## config.mk

```make
export PLATFORM = sky130hd
export DESIGN_NAME = ifb_flag_bank
export DESIGN_NICKNAME = d
export VERILOG_FILES = /design/src/inc/ifb_pkg.sv /design/src/verilog/ifb_flag_bank.sv
export VERILOG_INCLUDE_DIRS = /design/src /design/src/inc
export SDC_FILE = /design/constraint.sdc
export NUM_CORES = 1
export LEC_CHECK = 0
export BUFFER_PORTS_ARGS = -buffer_cell sky130_fd_sc_hd__buf_2
export CORE_ASPECT_RATIO = 2
export CORE_UTILIZATION = 37
export DETAILED_ROUTE_END_ITERATION = 8
export PLACE_DENSITY_LB_ADDON = 0.15
export SLEW_MARGIN = 20
export SYNTH_ARGS = -nofsm -noshare
export SYNTH_HDL_FRONTEND = slang
export SYNTH_SLANG_ARGS = --single-unit
export TNS_END_PERCENT = 1
```

## constraint.sdc

```tcl
create_clock -name clk_sys -period 5.4 [get_ports clk_sys]
set_input_delay 0.27 -clock clk_sys [delete_from_list [all_inputs] [get_ports clk_sys]]
set_output_delay 0.27 -clock clk_sys [all_outputs]
set_load 0.05 [all_outputs]
```

## src/inc/ifb_regs.svh

```systemverilog
// Register offsets, field positions and reset values of the interrupt flag bank.
`ifndef IFB_REGS_SVH
`define IFB_REGS_SVH

// =====================================================================
// Register byte offsets
`define IFB_OFS_FLAGS2      8'h00
`define IFB_OFS_FLAGS3      8'h04
`define IFB_OFS_MASK2       8'h08
`define IFB_OFS_MASK3       8'h0C

// =====================================================================
// Field positions of the second flag register
`define IFB_F2_PARALLEL     13
`define IFB_F2_COMPARE5     9
`define IFB_F2_CAPTURE5     7
`define IFB_F2_CAPTURE4     6
`define IFB_F2_CAPTURE3     5
`define IFB_F2_SPI2_EVENT   1
`define IFB_F2_SPI2_FAULT   0

// =====================================================================
// Field positions of the third flag register
`define IFB_F3_CALENDAR     14
`define IFB_F3_I2C2_MASTER  2
`define IFB_F3_I2C2_SLAVE   1

// =====================================================================
// Implemented-bit masks and reset values
`define IFB_IMPL2           16'h22E3
`define IFB_IMPL3           16'h4006
`define IFB_RST_FLAGS       16'h0000
`define IFB_RST_MASK        16'h0000

`endif

```

## src/inc/ifb_pkg.sv

```systemverilog
// Types shared by the interrupt flag bank.
package ifb_pkg;

    // =====================================================================
    // Peripheral event strobes, one cycle each.
    typedef struct packed
    {
        logic parallel_port;
        logic compare_ch5;
        logic capture_ch5;
        logic capture_ch4;
        logic capture_ch3;
        logic serial_port2_event;
        logic serial_port2_fault;
        logic calendar;
        logic twowire2_master;
        logic twowire2_slave;
    } ifb_events_t;

    // =====================================================================
    // Classic Wishbone slave request.
    typedef struct packed
    {
        logic        cyc;
        logic        stb;
        logic        we;
        logic [3:0]  sel;
        logic [7:0]  adr;
        logic [31:0] dat;
    } ifb_wb_req_t;

endpackage

```

## src/verilog/ifb_flag_bank.sv

```systemverilog
// Interrupt flag bank with a classic Wishbone register slave.
//
// Functional notes
// - A flag reads 1 after, with clk_en high, its source requested an interrupt or software wrote 1 to it, else 0.
// - Second flag register bit 13 holds the parallel port flag.
// - Second flag register bit 9 holds the compare channel 5 flag.
// - Second flag register bits 7, 6, 5 hold capture channels 5, 4, 3.
// - Second flag register bit 1 is serial port 2 event, bit 0 its fault.
// - Third flag register bit 14 holds the calendar flag.
// - Third flag register bit 2 holds the two-wire port 2 master flag.
// - Third flag register bit 1 holds the two-wire port 2 slave flag.
// - Unused flag bits always read as zero.
`timescale 1ns/1ps
`include "ifb_regs.svh"

module ifb_flag_bank
    import ifb_pkg::*;
(
    // Clock, reset and enable
    input  wire logic        clk_sys,
    input  wire logic        reset_n,
    input  wire logic        clk_en,
    // Peripheral events
    input  wire ifb_events_t events,
    // Wishbone slave
    input  wire ifb_wb_req_t wb_req,
    output logic             wb_ack,
    output logic [31:0]      wb_dat_o,
    // Interrupt
    output logic             irq
);

    // =====================================================================
    // Register state
    logic [15:0] irq_flags_second;
    logic [15:0] irq_flags_third;
    logic [15:0] mask_second;
    logic [15:0] mask_third;

    // =====================================================================
    // Event placement into register layout
    wire [15:0] evt2;
    wire [15:0] evt3;

    assign evt2 = (16'(events.parallel_port)      << `IFB_F2_PARALLEL)
                | (16'(events.compare_ch5)        << `IFB_F2_COMPARE5)
                | (16'(events.capture_ch5)        << `IFB_F2_CAPTURE5)
                | (16'(events.capture_ch4)        << `IFB_F2_CAPTURE4)
                | (16'(events.capture_ch3)        << `IFB_F2_CAPTURE3)
                | (16'(events.serial_port2_event) << `IFB_F2_SPI2_EVENT)
                | (16'(events.serial_port2_fault) << `IFB_F2_SPI2_FAULT);
    assign evt3 = (16'(events.calendar)           << `IFB_F3_CALENDAR)
                | (16'(events.twowire2_master)    << `IFB_F3_I2C2_MASTER)
                | (16'(events.twowire2_slave)     << `IFB_F3_I2C2_SLAVE);

    // =====================================================================
    // Bus decode
    function automatic logic [15:0] lane_mask(input logic [3:0] sel);
        lane_mask = {{8{sel[1]}}, {8{sel[0]}}};
    endfunction

    wire        req     = wb_req.cyc & wb_req.stb & ~wb_ack;
    wire        wr      = req & wb_req.we;
    wire [15:0] bmask   = lane_mask(wb_req.sel);
    wire [15:0] wdat    = wb_req.dat[15:0];
    wire        hit_f2  = wb_req.adr == `IFB_OFS_FLAGS2;
    wire        hit_f3  = wb_req.adr == `IFB_OFS_FLAGS3;
    wire        hit_m2  = wb_req.adr == `IFB_OFS_MASK2;
    wire        hit_m3  = wb_req.adr == `IFB_OFS_MASK3;

    // Software writes both set and clear; a hardware event wins over a clear.
    wire [15:0] sw2 = (wr & hit_f2) ? ((irq_flags_second & ~bmask) | (wdat & bmask))
                                    : irq_flags_second;
    wire [15:0] sw3 = (wr & hit_f3) ? ((irq_flags_third & ~bmask) | (wdat & bmask))
                                    : irq_flags_third;
    wire [15:0] next_flags2 = (sw2 | evt2) & `IFB_IMPL2;
    wire [15:0] next_flags3 = (sw3 | evt3) & `IFB_IMPL3;
    wire [15:0] next_mask2  = (wr & hit_m2) ? ((mask_second & ~bmask) | (wdat & bmask)
                                               & `IFB_IMPL2) : mask_second;
    wire [15:0] next_mask3  = (wr & hit_m3) ? ((mask_third & ~bmask) | (wdat & bmask)
                                               & `IFB_IMPL3) : mask_third;

    wire [15:0] rd_sel = hit_f2 ? irq_flags_second
                       : hit_f3 ? irq_flags_third
                       : hit_m2 ? mask_second
                       : hit_m3 ? mask_third
                       : 16'h0000;
    wire        next_irq = |((next_flags2 & next_mask2) | (next_flags3 & next_mask3));

    // =====================================================================
    // Registers
    always_ff @(posedge clk_sys)
    begin
        if (!reset_n)
        begin
            irq_flags_second <= `IFB_RST_FLAGS;
            irq_flags_third  <= `IFB_RST_FLAGS;
            mask_second      <= `IFB_RST_MASK;
            mask_third       <= `IFB_RST_MASK;
            wb_ack           <= 1'b0;
            wb_dat_o         <= 32'h0000_0000;
            irq              <= 1'b0;
        end
        else if (clk_en)
        begin
            irq_flags_second <= next_flags2;
            irq_flags_third  <= next_flags3;
            mask_second      <= next_mask2;
            mask_third       <= next_mask3;
            wb_ack           <= req;
            wb_dat_o         <= req ? {16'h0000, rd_sel} : 32'h0000_0000;
            irq              <= next_irq;
        end
    end

endmodule
```

==> impl_metrics.tcl <==
set metrics [dict create \
    place_hpwl_microns 5755 \
    vias 2607 \
    std_cell_rows 45 \
    layout_worst_path_cycle_share_pct 43.41 \
    arrival_ns 2.55 \
    synth-seq-area-share_pct 40.54 \
    swShare_pct 24.74 \
    ant_nets 0 \
    hold_class "in -> reg" \
    final_layout_size_suffix_gt1_share_pct 19.95 \
    cts_inserted_buffers 9 \
    final_max_slew_viol_count 0 \
    synth_edf_count 0 \
    numClockSinks 60 \
    drt_iter0_markers 127 \
    synth_top_cell_by_area "dfxtp_1" \
    path_clk_slew_ns 0.05 \
    intPower_uw 807.3 \
    grt_pass1_wl_microns 12740 \
    vdd_drop_max_mv 0.3045 \
    path_max_fanout 15 \
    critPathCapture "mask_second[4]$_SDFFE_PN0P_" \
    path_cells "buf_2 -> nor4_4 -> and3_1 -> nand3_1 -> and3_1" \
    synthCells 340 \
    netSwitchingPower_uw 265.4 \
    fin_setup_tns_ns 0 \
    worst_slew_pin_slew_ns 0.7920 \
    mostFrequentLayoutCells "60 x dfxtp_1, 52 x buf_2, 27 x nor2b_1, 24 x a21oi_1, 20 x and2_1" \
    core_area_sq_um 7657 \
    cp_num_cells 5 \
    finalSetupViolCount 0 \
    grt_start_max_net_pins 50 \
    path_common_cell "and3_1" \
    htreeDepth 3 \
    wl_per_cell_microns 16.79 \
    drc_errors 0 \
    cts_buffer_depth 2 \
    place.gp.congestion 0.8562 \
    worst_path_max_delay_cell "and3_1" \
    area_growth_pct 17.95 \
    die_area_sq_um 8391 \
    end_kind "flop" \
    slew_headroom_pct 47.20 \
    post-cts-setup-buffers 0 \
    grt_pass1_vias 2447 \
    dr.pass1.iters 5 \
    rr_endpoint "irq$_SDFFE_PN0P_" \
    drv_cap 0 \
    antenna_found_initial 0 \
    n_antenna_cell 0 \
    startpoint "wb_req[33]" \
    p_clk_share_pct 48.4 \
    start_kind "primary input" \
    via_per_inst 5.375 \
    setup_slack_ns 3.056 \
    io_pins 94 \
    rr_startpoint "wb_ack$_SDFFE_PN0P_" \
    p_leak_nw 1.401 \
    path_buf_inv 1 \
    critPathMaxStageDelay_ns 0.70 \
    hold_viol 0 \
    p_seq_share_pct 42.3 \
    final_common_cell "dfxtp_1" \
    outcome "finished, final reports clean" \
    rrSetupSlack_ns 3.39 \
    p_per_area_nw_per_um2 307.0 \
    rsz0062_at_grt "no" \
    critical_path.top_delay_family "simple AND/OR/NAND/NOR gates" \
    root_buffer "clkbuf_16" \
    die_w_microns 65.28 \
    nets 447 \
    synth_top_area_share_pct 40.54 \
    grt.total_usage_pct 20.49 \
    ys_types 49 \
    ctsResizeCount 0 \
    finClkSkew_ns 0.008091 \
    fin_cells 485 \
    fin_crit_ns 2.344 \
    ys_async_sr_fraction_pct 0 \
    initial_core_util_pct 38.69 \
    io_buffers 52 \
    max_freq_mhz 426.6 \
    cp.required_ns 5.61 \
    numPlacedInstances 470 \
    synth.area.top_cells "dfxtp_1 41%, nor2b_1 5.7%, and2_1 4.2%" \
    ys_ff_latch 60 \
    pre_cts_ws_ns 2.492 \
    synth_ff_type "dfxtp_1" \
    grt.overflow.total 0 \
    critPathKind "in -> reg" \
    synth_area_sq_um 2963 \
    postCtsHoldBufs 0 \
    fp.dieH_microns 128.6 \
    clk-insertion-delay-late_ns 0.33 \
    yosys_warnings 0 \
    syn_avg_cell_area_sq_um 8.714 \
    postRouteWirelength_microns 8141 \
    rr_worst_depth 6 \
    p_comb_share_pct 9.3 \
    cts_tree "built" \
]
-- layout make-up --
class                           count  area (sq um)
Tap cell                           94         117.6
Clock inverter                      2         10.01
Multi-Input combinational cell    251          1597
Inverter                           13         48.80
Clock buffer                       13         260.3
Timing Repair Buffer               52         260.3
Sequential cell                    60          1201
Fill cell                         783          4163
-- per-stage QoR --
stage	util (%)	hold slack, ns	instance area (sq um)	total power, mW
finish	45.64	0.2460	3495	1.073
global route	45.64	0.2588	3495	1.114
detailed placement	42.03	0.4445	3218	0.5607
floorplan	-	0.4149	3019	0.5360
global placement	42.03	0.4422	3218	0.5600
CTS	45.56	0.2408	3488	1.084
-- synth_stat cells (4+ instances only) --
master,instances
a22oi_1,11
nand3_1,8
nor2_1,19
o21ai_0,19
and2_1,20
o31ai_1,7
buf_4,16
mux2i_1,10
o211ai_1,5
nand2_1,16
inv_1,12
clkbuf_1,13
a21oi_1,24
a222oi_1,5
a22o_1,4
nor3_1,7
nor2b_1,27
and3_1,11
dfxtp_1,60
-- state kept, by name, indices dropped and copies added (netlist names) --
| register | count |
|---|---|
| mask_second | 16 |
| mask_third | 16 |
| wb_dat_o | 16 |
| irq_flags_second | 7 |
| irq_flags_third | 3 |
| irq | 1 |
| wb_ack | 1 |
-- cell families (layout without fill, tap and decap cells) --
| family | Yosys count | after routing | synth area share [%] |
|---|---|---|---|
| other | 1 | 16 | 0.1266 |
| buffers and inverters | 44 | 80 | 7.686 |
| AOI/OAI and AO/OA | 94 | 94 | 21.11 |
| muxes | 14 | 14 | 5.279 |
| and+or+nand+nor | 127 | 127 | 25.25 |
| DFF | 60 | 60 | 40.54 |
-- worst min path at each step --
stage	endpoint	from	cells after the start
final	mask_second[5]$_SDFFE_PN0P_	wb_req[5]	3
after global placement	mask_third[3]$_SDFFE_PN0P_	mask_third[3]$_SDFFE_PN0P_	1
after detailed placement	mask_third[11]$_SDFFE_PN0P_	mask_third[11]$_SDFFE_PN0P_	1
after global routing	mask_second[5]$_SDFFE_PN0P_	wb_req[5]	3
after CTS	mask_third[2]$_SDFFE_PN0P_	wb_req[2]	3
after floorplan	mask_third[14]$_SDFFE_PN0P_	wb_req[14]	2
-- tightest hold or removal path, delay by kind of cell --
kind / cells / cell delay (ns)
buffers and inverters: 1 / 0.10
and+or+nand+nor: 1 / 0.10
muxes: 1 / 0.07
-- power groups by stage --
stage	Combinational [mW]	Clock (mW)	Sequential [mW]
final	0.0993	0.520	0.454
after global routing	0.107	0.552	0.454
after CTS	0.0981	0.532	0.454
after detailed placement	0.0980	0	0.463
after global placement	0.0973	0	0.463
after floorplan	0.0722	0	0.464
-- per-layer routing --
metal / GRT usage [%] / vias to the layer above / wire length, microns
li1: - / 1289 / -
met1: 23.29 / 1221 / 3305
met2: 35.29 / 77 / 4238
met3: 3.812 / 20 / 351
met4: 11.00 / 0 / 247
met5: 0 / - / 0
Power figures use the tool's default switching activity.
